===== src/hw/mii_timing_pkg.sv =====
// package: latency figures and cycle counts for the mii timing model
package mii_timing_pkg;
   // ---------------------------------------------------------------
   // clock and bit times
   // ---------------------------------------------------------------
   localparam int CLK_NS      = 8;    // core clock period
   localparam int BIT_NS_FAST = 10;
   localparam int BIT_NS_SLOW = 100;
   localparam int NIB_W       = 4;

   // ---------------------------------------------------------------
   // documented latencies, in their own units
   // ---------------------------------------------------------------
   localparam int TX_FAST_LAT_BITS      = 6;
   localparam int TX_FAST_END_BITS      = 6;
   localparam int TX_SLOW_LAT_HALF_BITS = 7;    // 3.5 bit times
   localparam int RX_CRS_ON_FAST_BITS   = 20;
   localparam int RX_DATA_FAST_BITS     = 24;
   localparam int RX_CRS_OFF_FAST_BITS  = 24;
   localparam int RX_CRS_ON_SLOW_NS     = 630;
   localparam int RX_CRS_ON_SLOW_MAX_NS = 1000;
   localparam int RX_DV_SLOW_BITS       = 10;
   localparam int EOP_NOM_NS            = 300;
   localparam int EOP_MIN_NS            = 250;
   localparam int RXCLK_FAST_HI_NS      = 24;
   localparam int RXCLK_FAST_LO_NS      = 16;
   localparam int RXCLK_SLOW_PH_NS      = 200;
   localparam int RXCLK_FAST_MIN_NS     = 16;
   localparam int RXCLK_SLOW_MIN_NS     = 160;

   // ---------------------------------------------------------------
   // cycle counts: latencies round up to whole core cycles, the slow carrier-on maximum rounds down
   // ---------------------------------------------------------------
   localparam int TX_FAST_CYC = (TX_FAST_LAT_BITS * BIT_NS_FAST
                                 + CLK_NS - 1) / CLK_NS;
   localparam int TX_FAST_END_CYC = (TX_FAST_END_BITS * BIT_NS_FAST
                                 + CLK_NS - 1) / CLK_NS;
   localparam int TX_SLOW_CYC = (TX_SLOW_LAT_HALF_BITS * BIT_NS_SLOW / 2
                                 + CLK_NS - 1) / CLK_NS;
   localparam int CRS_ON_FAST_CYC = (RX_CRS_ON_FAST_BITS * BIT_NS_FAST
                                 + CLK_NS - 1) / CLK_NS;
   localparam int DATA_FAST_CYC = (RX_DATA_FAST_BITS * BIT_NS_FAST
                                 + CLK_NS - 1) / CLK_NS;
   localparam int CRS_OFF_FAST_CYC = (RX_CRS_OFF_FAST_BITS * BIT_NS_FAST
                                 + CLK_NS - 1) / CLK_NS;
   localparam int CRS_ON_SLOW_CYC = (RX_CRS_ON_SLOW_NS + CLK_NS - 1)
                                    / CLK_NS;
   localparam int CRS_ON_SLOW_MAX_CYC = RX_CRS_ON_SLOW_MAX_NS / CLK_NS;
   localparam int DV_SLOW_CYC = (RX_DV_SLOW_BITS * BIT_NS_SLOW
                                 + CLK_NS - 1) / CLK_NS;
   localparam int EOP_CYC     = (EOP_NOM_NS + CLK_NS - 1) / CLK_NS;
   localparam int EOP_MIN_CYC = (EOP_MIN_NS + CLK_NS - 1) / CLK_NS;
   // longest phase rounds down, least phase rounds up
   localparam int RXCLK_HI_CYC   = RXCLK_FAST_HI_NS / CLK_NS;
   localparam int RXCLK_LO_CYC   = (RXCLK_FAST_LO_NS + CLK_NS - 1) / CLK_NS;
   localparam int RXCLK_SLOW_CYC = RXCLK_SLOW_PH_NS / CLK_NS;
   localparam int RXCLK_FAST_MIN_CYC = (RXCLK_FAST_MIN_NS + CLK_NS - 1)
                                       / CLK_NS;
   localparam int RXCLK_SLOW_MIN_CYC = (RXCLK_SLOW_MIN_NS + CLK_NS - 1)
                                       / CLK_NS;

   // ---------------------------------------------------------------
   // counter widths and synchroniser bit positions
   // ---------------------------------------------------------------
   localparam int PH_W   = 5;
   localparam int EOP_W  = 6;
   localparam int SYN_W  = 12;
   localparam int SY_TXCLK = 0;
   localparam int SY_TXEN  = 1;
   localparam int SY_TXD   = 2;
   localparam int SY_RXACT = 6;
   localparam int SY_RXD   = 7;
   localparam int SY_SPD   = 11;
endpackage : mii_timing_pkg


===== src/hw/mii_phy_timing.sv =====
// cycle model of transceiver mii latencies for 100 and 10 mb/s
// How it works
// - at 100 mb/s the j code starts 6 bit times after the tx clock edge seeing tx_en rise.
// - at 100 mb/s the t code starts 6 bit times after the tx clock edge seeing tx_en fall.
// - a bit time is 10 ns at 100 mb/s and 100 ns at 10 mb/s.
// - at 100 mb/s carrier sense rises 20 bit times and data arrives 24 bit times after the j code.
// - at 100 mb/s carrier sense falls 24 bit times after the t code.
// - at 10 mb/s tx_en and the nibble are sampled on the falling tx clock edge.
// - at 10 mb/s line drive starts 3.5 bit times after the sampling edge of the frame start.
// - a 10 mb/s frame ends with a high level of nominally 300 ns and at least 250 ns.
// - at 10 mb/s carrier sense rises 630 ns, at most 1000 ns, after line activity.
// - at 10 mb/s rx_dv rises 10 bit times after the first preamble bit.
// - switching rx clock sources may stretch a clock phase but never shorten one.
module mii_phy_timing (
   input  wire logic                               core_clk_in,
   input  wire logic                               sys_rst_in,
   input  wire logic                               tx_clk_in,
   input  wire logic                               tx_en_in,
   input  wire logic [mii_timing_pkg::NIB_W-1:0]   txd_in,
   input  wire logic                               speed_10_in,
   input  wire logic                               line_rx_act_in,
   input  wire logic [mii_timing_pkg::NIB_W-1:0]   line_rxd_in,
   output logic                                    line_j_out,
   output logic                                    line_t_out,
   output logic                                    line_tx_active_out,
   output logic [mii_timing_pkg::NIB_W-1:0]        line_txd_out,
   output logic                                    line_eop_out,
   output logic                                    crs_out,
   output logic                                    rx_dv_out,
   output logic [mii_timing_pkg::NIB_W-1:0]        rxd_out,
   output logic                                    rx_clk_out
);
   import mii_timing_pkg::*;

   // ---------------------------------------------------------------
   // input synchronisers: a change counts once stages 2 and 3 agree
   // ---------------------------------------------------------------
   logic [SYN_W-1:0] s1_ff, s2_ff, s3_ff, filt_ff;
   logic [SYN_W-1:0] nxt_s1, nxt_s2, nxt_s3, nxt_filt, agree;

   always_comb begin
      nxt_s1   = {speed_10_in, line_rxd_in, line_rx_act_in, txd_in,
                  tx_en_in, tx_clk_in};
      nxt_s2   = s1_ff;
      nxt_s3   = s2_ff;
      agree    = ~(s2_ff ^ s3_ff);
      nxt_filt = (agree & s3_ff) | (~agree & filt_ff);
   end

   always_ff @(posedge core_clk_in) begin
      if (sys_rst_in) begin
         s1_ff   <= '0;
         s2_ff   <= '0;
         s3_ff   <= '0;
         filt_ff <= '0;
      end else begin
         s1_ff   <= nxt_s1;
         s2_ff   <= nxt_s2;
         s3_ff   <= nxt_s3;
         filt_ff <= nxt_filt;
      end
   end

   logic             tclk, ten, rxact, spd;
   logic [NIB_W-1:0] tdat, rdat;
   assign tclk  = filt_ff[SY_TXCLK];
   assign ten   = filt_ff[SY_TXEN];
   assign tdat  = filt_ff[SY_TXD +: NIB_W];
   assign rxact = filt_ff[SY_RXACT];
   assign rdat  = filt_ff[SY_RXD +: NIB_W];
   assign spd   = filt_ff[SY_SPD];

   // ---------------------------------------------------------------
   // transmit sampling on the tx clock edge chosen by speed
   // ---------------------------------------------------------------
   logic             clk_prev_ff, en_samp_ff, nxt_clk_prev, nxt_en_samp;
   logic [NIB_W-1:0] d_samp_ff, nxt_d_samp;
   logic             rise, fall, samp, tx_start, tx_stop;
   logic             ten_q_ff, nxt_ten_q;
   logic [NIB_W-1:0] tdat_q_ff, nxt_tdat_q;

   always_comb begin
      rise     = tclk & ~clk_prev_ff;
      fall     = ~tclk & clk_prev_ff;
      // the mac moves data on the rising edge, so falling is safe
      samp     = spd ? fall : rise;
      // values of one cycle back: data launched by this very edge can
      // clear the filter in the same cycle as the edge (zero hold)
      tx_start = samp & ten_q_ff & ~en_samp_ff;
      tx_stop  = samp & ~ten_q_ff & en_samp_ff;
      nxt_clk_prev = tclk;
      nxt_ten_q    = ten;
      nxt_tdat_q   = tdat;
      nxt_en_samp  = samp ? ten_q_ff : en_samp_ff;
      nxt_d_samp   = samp ? tdat_q_ff : d_samp_ff;
   end

   always_ff @(posedge core_clk_in) begin
      if (sys_rst_in) begin
         clk_prev_ff <= 1'b0;
         en_samp_ff  <= 1'b0;
         d_samp_ff   <= '0;
         ten_q_ff    <= 1'b0;
         tdat_q_ff   <= '0;
      end else begin
         clk_prev_ff <= nxt_clk_prev;
         en_samp_ff  <= nxt_en_samp;
         d_samp_ff   <= nxt_d_samp;
         ten_q_ff    <= nxt_ten_q;
         tdat_q_ff   <= nxt_tdat_q;
      end
   end

   // ---------------------------------------------------------------
   // transmit delay lines; one stage less, the output flop adds it
   // ---------------------------------------------------------------
   logic [1:0] fast_d, slow_d;
   logic       fast_j_d, fast_t_d;

   pulse_delay #(.WIDTH(1), .DEPTH(TX_FAST_CYC - 1)) u_tx_fast_j (
      .core_clk_in (core_clk_in),
      .sys_rst_in  (sys_rst_in),
      .data_in     (tx_start & ~spd),
      .data_out    (fast_j_d)
   );
   pulse_delay #(.WIDTH(1), .DEPTH(TX_FAST_END_CYC - 1)) u_tx_fast_t (
      .core_clk_in (core_clk_in),
      .sys_rst_in  (sys_rst_in),
      .data_in     (tx_stop & ~spd),
      .data_out    (fast_t_d)
   );
   assign fast_d = {fast_t_d, fast_j_d};
   pulse_delay #(.WIDTH(2), .DEPTH(TX_SLOW_CYC - 1)) u_tx_slow (
      .core_clk_in (core_clk_in),
      .sys_rst_in  (sys_rst_in),
      .data_in     ({tx_stop & spd, tx_start & spd}),
      .data_out    (slow_d)
   );

   // ---------------------------------------------------------------
   // line side: code markers, drive window, end-of-frame high level
   // ---------------------------------------------------------------
   logic             j_ff, t_ff, act_ff, eop_ff;
   logic             nxt_j, nxt_t, nxt_act, nxt_eop;
   logic [NIB_W-1:0] ltxd_ff, nxt_ltxd;
   logic [EOP_W-1:0] eop_cnt_ff, nxt_eop_cnt;

   always_comb begin
      nxt_j       = fast_d[0];
      nxt_t       = fast_d[1];
      nxt_act     = act_ff;
      nxt_eop     = eop_ff;
      nxt_eop_cnt = eop_cnt_ff;
      nxt_ltxd    = d_samp_ff;
      if (fast_d[0] | slow_d[0]) begin
         nxt_act = 1'b1;
      end else if (fast_d[1] | slow_d[1]) begin
         nxt_act = 1'b0;
      end
      // same high time whatever the last bit was
      if (slow_d[1]) begin
         nxt_eop     = 1'b1;
         nxt_eop_cnt = '0;
      end else if (eop_ff) begin
         if (eop_cnt_ff == EOP_W'(EOP_CYC - 1)) begin
            nxt_eop = 1'b0;
         end else begin
            nxt_eop_cnt = eop_cnt_ff + 1'b1;
         end
      end
   end

   always_ff @(posedge core_clk_in) begin
      if (sys_rst_in) begin
         j_ff       <= 1'b0;
         t_ff       <= 1'b0;
         act_ff     <= 1'b0;
         eop_ff     <= 1'b0;
         eop_cnt_ff <= '0;
         ltxd_ff    <= '0;
      end else begin
         j_ff       <= nxt_j;
         t_ff       <= nxt_t;
         act_ff     <= nxt_act;
         eop_ff     <= nxt_eop;
         eop_cnt_ff <= nxt_eop_cnt;
         ltxd_ff    <= nxt_ltxd;
      end
   end

   assign line_j_out         = j_ff;
   assign line_t_out         = t_ff;
   assign line_tx_active_out = act_ff;
   assign line_txd_out       = ltxd_ff;
   assign line_eop_out       = eop_ff;

   // ---------------------------------------------------------------
   // receive delay lines for carrier and data, per speed
   // ---------------------------------------------------------------
   logic             fon_d, son_d;
   logic [NIB_W:0]   fdat_d, sdat_d;

   pulse_delay #(.WIDTH(1), .DEPTH(CRS_ON_FAST_CYC - 1)) u_rx_fon (
      .core_clk_in (core_clk_in),
      .sys_rst_in  (sys_rst_in),
      .data_in     (rxact),
      .data_out    (fon_d)
   );
   pulse_delay #(.WIDTH(NIB_W + 1), .DEPTH(DATA_FAST_CYC - 1)) u_rx_fdat (
      .core_clk_in (core_clk_in),
      .sys_rst_in  (sys_rst_in),
      .data_in     ({rdat, rxact}),
      .data_out    (fdat_d)
   );
   pulse_delay #(.WIDTH(1), .DEPTH(CRS_ON_SLOW_CYC - 1)) u_rx_son (
      .core_clk_in (core_clk_in),
      .sys_rst_in  (sys_rst_in),
      .data_in     (rxact),
      .data_out    (son_d)
   );
   pulse_delay #(.WIDTH(NIB_W + 1), .DEPTH(DV_SLOW_CYC - 1)) u_rx_sdat (
      .core_clk_in (core_clk_in),
      .sys_rst_in  (sys_rst_in),
      .data_in     ({rdat, rxact}),
      .data_out    (sdat_d)
   );

   // ---------------------------------------------------------------
   // carrier sense and receive data; crs spans early-on to late-off
   // ---------------------------------------------------------------
   logic             crs_ff, dv_ff, nxt_crs, nxt_dv;
   logic [NIB_W-1:0] rxd_ff, nxt_rxd;

   always_comb begin
      if (spd) begin
         nxt_crs = son_d | sdat_d[0];
         nxt_dv  = sdat_d[0];
         nxt_rxd = sdat_d[NIB_W:1];
      end else begin
         nxt_crs = fon_d | fdat_d[0];
         nxt_dv  = fdat_d[0];
         nxt_rxd = fdat_d[NIB_W:1];
      end
   end

   always_ff @(posedge core_clk_in) begin
      if (sys_rst_in) begin
         crs_ff <= 1'b0;
         dv_ff  <= 1'b0;
         rxd_ff <= '0;
      end else begin
         crs_ff <= nxt_crs;
         dv_ff  <= nxt_dv;
         rxd_ff <= nxt_rxd;
      end
   end

   assign crs_out   = crs_ff;
   assign rx_dv_out = dv_ff;
   assign rxd_out   = rxd_ff;

   // ---------------------------------------------------------------
   // rx clock: source follows carrier; a switch restarts the phase
   // ---------------------------------------------------------------
   logic            rclk_ff, src_ff, nxt_rclk, nxt_src;
   logic [PH_W-1:0] ph_ff, nxt_ph, ph_len;

   always_comb begin
      ph_len   = spd ? PH_W'(RXCLK_SLOW_CYC)
                     : (rclk_ff ? PH_W'(RXCLK_HI_CYC) : PH_W'(RXCLK_LO_CYC));
      nxt_src  = crs_ff;
      nxt_rclk = rclk_ff;
      nxt_ph   = ph_ff + 1'b1;
      // stretching is safe, toggling early would break the mac
      if (src_ff != crs_ff) begin
         nxt_ph = '0;
      end else if (ph_ff >= ph_len - 1'b1) begin
         nxt_rclk = ~rclk_ff;
         nxt_ph   = '0;
      end
   end

   always_ff @(posedge core_clk_in) begin
      if (sys_rst_in) begin
         rclk_ff <= 1'b0;
         src_ff  <= 1'b0;
         ph_ff   <= '0;
      end else begin
         rclk_ff <= nxt_rclk;
         src_ff  <= nxt_src;
         ph_ff   <= nxt_ph;
      end
   end

   assign rx_clk_out = rclk_ff;

   // ---------------------------------------------------------------
   // checks: helper counters for hold times
   // ---------------------------------------------------------------
   logic [EOP_W-1:0] eop_len_ff;
   logic [PH_W:0]    hold_ff;
   always_ff @(posedge core_clk_in) begin
      if (sys_rst_in) begin
         eop_len_ff <= '0;
         hold_ff    <= '0;
      end else begin
         eop_len_ff <= eop_ff ? eop_len_ff + 1'b1 : '0;
         hold_ff    <= (rclk_ff != nxt_rclk) ? '0 : hold_ff + 1'b1;
      end
   end
endmodule : mii_phy_timing


===== src/hw/pulse_delay.sv =====
// fixed-length shift delay line for levels and pulses
module pulse_delay #(
   parameter int WIDTH = 1,
   parameter int DEPTH = 1
) (
   input  wire logic             core_clk_in,
   input  wire logic             sys_rst_in,
   input  wire logic [WIDTH-1:0] data_in,
   output logic      [WIDTH-1:0] data_out
);
   logic [WIDTH-1:0] stage_ff  [DEPTH];
   logic [WIDTH-1:0] nxt_stage [DEPTH];

   // ---------------------------------------------------------------
   // one register per stage; a counter would lose back-to-back events
   // ---------------------------------------------------------------
   for (genvar g = 0; g < DEPTH; g++) begin : g_stage
      if (g == 0) begin : g_head
         always_comb begin
            nxt_stage[g] = data_in;
         end
      end else begin : g_tail
         always_comb begin
            nxt_stage[g] = stage_ff[g-1];
         end
      end
      always_ff @(posedge core_clk_in) begin
         if (sys_rst_in) begin
            stage_ff[g] <= '0;
         end else begin
            stage_ff[g] <= nxt_stage[g];
         end
      end
   end

   assign data_out = stage_ff[DEPTH-1];
endmodule : pulse_delay


===== config.mk =====
export PLATFORM = sky130hd
export DESIGN_NAME = mii_phy_timing
export DESIGN_NICKNAME = d
export VERILOG_FILES = /design/src/hw/mii_timing_pkg.sv /design/src/hw/mii_phy_timing.sv /design/src/hw/pulse_delay.sv
export SDC_FILE = /design/constraint.sdc
export NUM_CORES = 1
export LEC_CHECK = 0
export BUFFER_PORTS_ARGS = -buffer_cell sky130_fd_sc_hd__buf_2
export CORE_ASPECT_RATIO = 0.5
export CORE_MARGIN = 4
export CORE_UTILIZATION = 25
export CTS_CLUSTER_DIAMETER = 60
export DETAILED_ROUTE_END_ITERATION = 10
export PLACE_DENSITY = 0.41
export SLEW_MARGIN = 10
export SYNTH_ARGS = -nofsm -noshare
export SYNTH_HDL_FRONTEND = slang
export SYNTH_HIERARCHICAL = 1
export SYNTH_SLANG_ARGS = --single-unit

===== constraint.sdc =====
create_clock -name core_clk_in -period 3.64 [get_ports core_clk_in]
set_input_delay 0.546 -clock core_clk_in [delete_from_list [all_inputs] [get_ports core_clk_in]]
set_output_delay 0.546 -clock core_clk_in [all_outputs]
set_load 0.02 [all_outputs]

-- After elaboration in Yosys (flattened, before gate mapping)
Memories as Yosys holds them, arrays and structs flattened.
Index checks and enable logic that the tools add are counted.
- input port bits: 14
- output and inout bits: 15
- logic and storage cells: 705
- register bits: 86
- memories kept: 7
- bits in writable memories: 967
- memories (name ; words ; width ; read ports ; clocked after memory_dff ; write ports ; RTL line ; text):
    u_rx_sdat.stage_ff ; 124 ; 5 ; 124 ; 0 ; 124 ; pulse_delay.sv:11 ; logic [WIDTH-1:0] stage_ff [DEPTH];
    u_rx_fdat.stage_ff ; 29 ; 5 ; 29 ; 0 ; 29 ; pulse_delay.sv:11 ;
    u_tx_slow.stage_ff ; 43 ; 2 ; 43 ; 0 ; 43 ; pulse_delay.sv:11 ;
    u_rx_son.stage_ff ; 78 ; 1 ; 78 ; 0 ; 78 ; pulse_delay.sv:11 ;
    u_rx_fon.stage_ff ; 24 ; 1 ; 24 ; 0 ; 24 ; pulse_delay.sv:11 ;
    u_tx_fast_j.stage_ff ; 7 ; 1 ; 7 ; 0 ; 7 ; pulse_delay.sv:11 ;
    1 more memories ; n/a ; n/a ; n/a ; n/a ; n/a ; n/a ;
- eq/ne operators: 2
- add/subtract/negate cells: 3
- reductions and logical operators: 5
- order comparisons: 1
- mux-type cells: 326
- bitwise operators: 340
- operators with widths (operator ; count):
    $mux 5 ; 154
    $or 1x1->1 ; 316
    $mux 1 ; 128
    $mux 2 ; 43
    $and 12x12->12 ; 2
    $not 12->12 ; 2
    $or 12x12->12 ; 1
    $xor 12x12->12 ; 1
    $and 1x1->1 ; 10
    $not 1->1 ; 8
    $add 6x1->6 const B ; 1
    $eq 6x6->1 const B ; 1
    $add 5x1->5 const B ; 1
    $ge 5x5->1 ; 1
    $sub 5x1->5 const B ; 1
    $mux 4 ; 1
    $reduce_and 2->1 ; 2
    $reduce_or 3->1 ; 1
    $reduce_bool 2->1 ; 1
    $reduce_or 2->1 ; 1
    $ne 1x1->1 ; 1

-- Logic depth before layout (Yosys ltp)
- depth in word-level cells: 7
- gate-level depth with buffers: 8
- depth with buffers taken out: 7

-- Hierarchy
Netlist, hierarchy kept.
- by module, submodules not included (module ; area each (um^2) ; cells an instance ; sequential area each (um^2) ; times used):
    pulse_delay (u_rx_sdat) ; 16916.2 ; 1309 ; 12411.9 ; 1
    pulse_delay (u_rx_fdat) ; 4041.4 ; 306 ; 2902.8 ; 1
    mii_phy_timing ; 2919.0 ; 288 ; 1721.7 ; 1
    pulse_delay (u_tx_slow) ; 2332.2 ; 181 ; 1721.7 ; 1
    pulse_delay (u_rx_son) ; 2104.5 ; 164 ; 1561.5 ; 1
    pulse_delay (u_rx_fon) ; 693.2 ; 50 ; 480.5 ; 1
    pulse_delay (u_tx_fast_j ...) ; 183.9 ; 14 ; 140.1 ; 2

-- Worst setup path before layout
No wires, ideal clock.
- kind: flip-flop to flip-flop
- from: register with a tool-made name
- to: register ph_ff[2]
- path slack: 1.927 ns
- required time: 3.510 ns
- arrival time: 1.583 ns
- path buffers: 1
- period minus slack after synthesis: 1.713 ns
- stages on the path, launching flop included: 8
- library setup time: 0.130 ns
- path through: dfxtp_1 buf_2 inv_1 ha_1 nand2_1 or2_2 o2111ai_1 nor2_1
- RTL lines (item ; RTL line ; text):
    end signal, assigned ; mii_phy_timing.sv:291 ; ph_ff <= nxt_ph;
    end, declared ; mii_phy_timing.sv:266 ; logic [PH_W-1:0] ph_ff, nxt_ph, ph_len;

-- Final worst setup path
- from: register crs_ff (netlist: crs_out)
- to: output port crs_out
- RTL lines (item ; RTL line ; text):
    start, declared ; mii_phy_timing.sv:231 ; logic crs_ff, dv_ff, nxt_crs, nxt_dv;
    start signal, assigned ; mii_phy_timing.sv:252 ; crs_ff <= nxt_crs;
    end, declared ; mii_phy_timing.sv:28 ; output logic crs_out,
No word-level cell between the ends.

==> flow_summary.json <==
{
  "fin_cells": 4012,
  "dpl-instance-area_um2": 31110,
  "num-fill-cells": 11790,
  "synth_cell_types": 36,
  "grt_pass1_wl_mm": 63.64,
  "syn_inst": 2326,
  "worst_path_max_delay_cell": "dfxtp_1",
  "clock_sinks": 1053,
  "drt-total-wl_mm": 36.80,
  "ff2ff_path_depth": 7,
  "p_per_area_nw_per_um2": 638.4,
  "min_to": "nxt_s2[10]",
  "drt-wirelength-per-cell_um": 9.173,
  "startpoint_type": "register",
  "coreArea_um2": 115900,
  "hold_violations": 0,
  "grt_use_total": 0.06150,
  "hold_class": "input pin to register",
  "num_vias": 13570,
  "fin_util": 0.2968,
  "synth_edf_count": 0,
  "port_buffers": 28,
  "syn_area_per_cell_um2": 12.63,
  "synthDominantCellAreaShare": 0.7176,
  "post_cts_buffers": 0,
  "nNetsFinal": 2379,
  "synth_top_area_cell": "dfxtp_1",
  "num_rows": 88,
  "fmax_ghz": 0.5391,
  "finalCritPeriodShare": 0.5096,
  "syn-num-nets": 2347,
  "grt_pass1_vias": 12930,
  "final_area_um2": 34420,
  "cp.required_ps": 3090,
  "cts_max_level": 3,
  "worstHoldStart": "line_rxd_in[3]",
  "syn_area_um2": 29370,
  "ios": 29,
  "crit_arrival_ps": 1310,
  "firstDrtPassIters": 4,
  "max_slew_margin": 0.6093,
  "clkLatencyLatePin_ps": 690,
  "synth_flop_cell": "dfxtp_1",
  "r2r_slack_ps": 1790,
  "ir_drop_v": 0.0003484,
  "path_cells": "buf_2",
  "grt_max_degree": 125,
  "drt_iter0_drc": 628,
  "cts_tree": "done",
  "die_w_um": 492.8,
  "critPathMaxFanout": 3,
  "gp_congestion": 0.6166,
  "antenna_found_initial": 1,
  "crit_type": "register to output port",
  "cts_max_path_buffers": 3,
  "reg2reg_to": "ph_ff[3]",
  "holdPathStages": 2,
  "yosysSeqAreaShare": 0.7176,
  "ys_ff_latch": 1053,
  "worstSetupEndpointType": "output port",
  "drive_gt1_frac": 0.1092,
  "die-area_um2": 123400,
  "cts_made_buffers": 98,
  "dp_cells": 3828,
  "cp_top_family": "flip-flops",
  "die_h_um": 250.4,
  "dpl.hpwl_mm": 16.80,
  "setup_violations": 0,
  "cts_resized": 0,
  "clk_pin_slew_ps": 60,
  "finalMaxSlewViolations": 0,
  "area_growth_pct": 17.17,
  "final_antenna_net_count": 0,
  "cts.root.buffer_cell": "clkbuf_16",
  "status": "complete, no violations",
  "initial_core_util": 0.2534,
  "min_period_ps": 1855,
  "worst_pin_slew_ps": 569.8,
  "maxCapViolations": 0,
  "drc_errors": 0,
  "slowest_delay_ps": 350,
  "total_leakage_power_nw": 14.03,
  "overflow": 0,
  "vias_per_cell": 3.382,
  "crit_buf_inv": 1,
  "yosys_warnings": 6,
  "finalClockSkew_ps": 39.03,
  "worstSetupPathDepth": 1,
  "async_flop_share": 0,
  "grt_setup_unrepaired": "false",
  "fin_setup_tns_ps": 0,
  "ys_top_cells_by_area": "dfxtp_1 (72%), nor2b_1 (15%), and2b_1 (6.7%)"
}
[where the power goes]
group	internal, W	switching, W	total [W]
sequential	0.0116	0.0000239	0.0116
clock	0.00574	0.00432	0.0101
combinational	0.000110	0.000228	0.000339
total	0.0174	0.00457	0.0220
[sequential cells by signal (all words and copies together), names as in the netlist, 12 cells and up, named ones only]
register / count
u_tx_slow/stage_ff: 86
nxt_s2: 12
nxt_s3: 12
u_rx_son/stage_ff: 78
u_rx_fdat/stage_ff: 145
u_rx_fon/stage_ff: 24
u_rx_sdat/stage_ff: 620
s3_ff: 12
[cell usage after synthesis, types with 2 or more instances]
cell,instances
nand4_1,4
nor2b_1,695
o21ai_0,12
a211oi_1,2
inv_1,6
xnor2_1,2
xor2_1,5
nand2_1,23
a21oi_2,5
nor2_1,23
nand3_1,9
nor3_1,6
nor2_2,2
buf_6,19
and2b_1,264
dfxtp_1,1053
nand2b_1,2
clkbuf_1,71
buf_4,5
buf_2,21
ha_1,7
nor2b_2,57
mux2i_1,6
a21oi_1,15
[stage by stage]
| stage | power, W | hold slack [ps] | setup WS (ps) |
|---|---|---|---|
| floorplan | 0.01211 | 410.9 | 1927 |
| global placement | 0.01218 | 412.3 | 1704 |
| detailed placement | 0.01219 | 417.4 | 1684 |
| CTS | 0.02250 | 0.9184 | 1686 |
| global route | 0.02298 | 31.71 | 1640 |
| finish | 0.02197 | 81.75 | 1785 |
[layout by cell type (no fill, tap or decap), types with 2 or more instances in the layout]
cell type	count
clkbuf_1	24
nor2b_1	695
xnor2_1	2
clkinv_8	2
buf_4	5
dlygate4sd3_1	5
bufinv_16	3
dfxtp_1	1053
clkinv_16	4
xor2_1	5
mux2i_1	6
nor2_2	2
buf_12	10
nand2b_1	2
a21oi_1	15
nor3_1	6
nor2_1	23
o21ai_0	12
a211oi_1	2
buf_2	27
clkbuf_8	23
nand2_1	23
inv_1	6
nand3_1	9
nand4_1	4
clkbuf_16	99
clkinv_2	19
nor2b_2	57
a21oi_2	5
ha_1	7
clkinvlp_4	2
and2b_1	264
[cell type report]
| cell class | count | area, um2 | share of cell area |
|---|---|---|---|
| sequential | 1053 | 21080 | 0.6125 |
| multi-input combinational | 1151 | 7649 | 0.2222 |
| clock buffer | 146 | 2884 | 0.08380 |
| tap | 1575 | 1971 | 0.05726 |
| timing repair buffer | 48 | 437.9 | 0.01272 |
| clock inverter | 32 | 370.4 | 0.01076 |
| inverter | 6 | 22.52 | 0.0006544 |
| antenna | 1 | 2.502 | 0.00007271 |
[worst max-delay path by stage]
stage                     startpoint                          to  slack (ps)
after detailed placement  sys_rst_in   u_rx_sdat/stage_ff[14][8]        1680
after global placement    sys_rst_in  u_rx_sdat/stage_ff[14][13]        1700
after CTS                 rx_clk_out                  rx_clk_out        1690
after global routing        register                    ph_ff[3]        1640
after floorplan             register                    ph_ff[2]        1930
final                        crs_out                     crs_out        1780
[cell families (layout without fill, tap and decap cells)]
family	count (synthesis)	after routing	share of synthesized area
AO/OA/AOI/OAI	39	39	0.008945
other	1	2	0.0001277
multiplexers	6	6	0.002045
adder cells (fa/ha/maj)	7	7	0.002982
XOR/XNOR	7	7	0.002087
AND/OR/NAND/NOR	1091	1091	0.2442
flip-flops	1053	1053	0.7176
buffers and inverters	122	232	0.02198
[what timing repair did]
action                                  in CTS  in global routing
endpoints found under the setup margin       0                  0
hold buffers                                 5                  0
hold endpoints to repair                     5                  0
[routing by layer]
metal	up-vias	share of wire	global-route usage
met5	-	0	0
met4	0	0.032	0.02893
met3	91	0.050	0.02511
met2	122	0.37	0.08116
met1	6214	0.55	0.08581
li1	7142	-	-
Power figures use the tool's default switching activity.
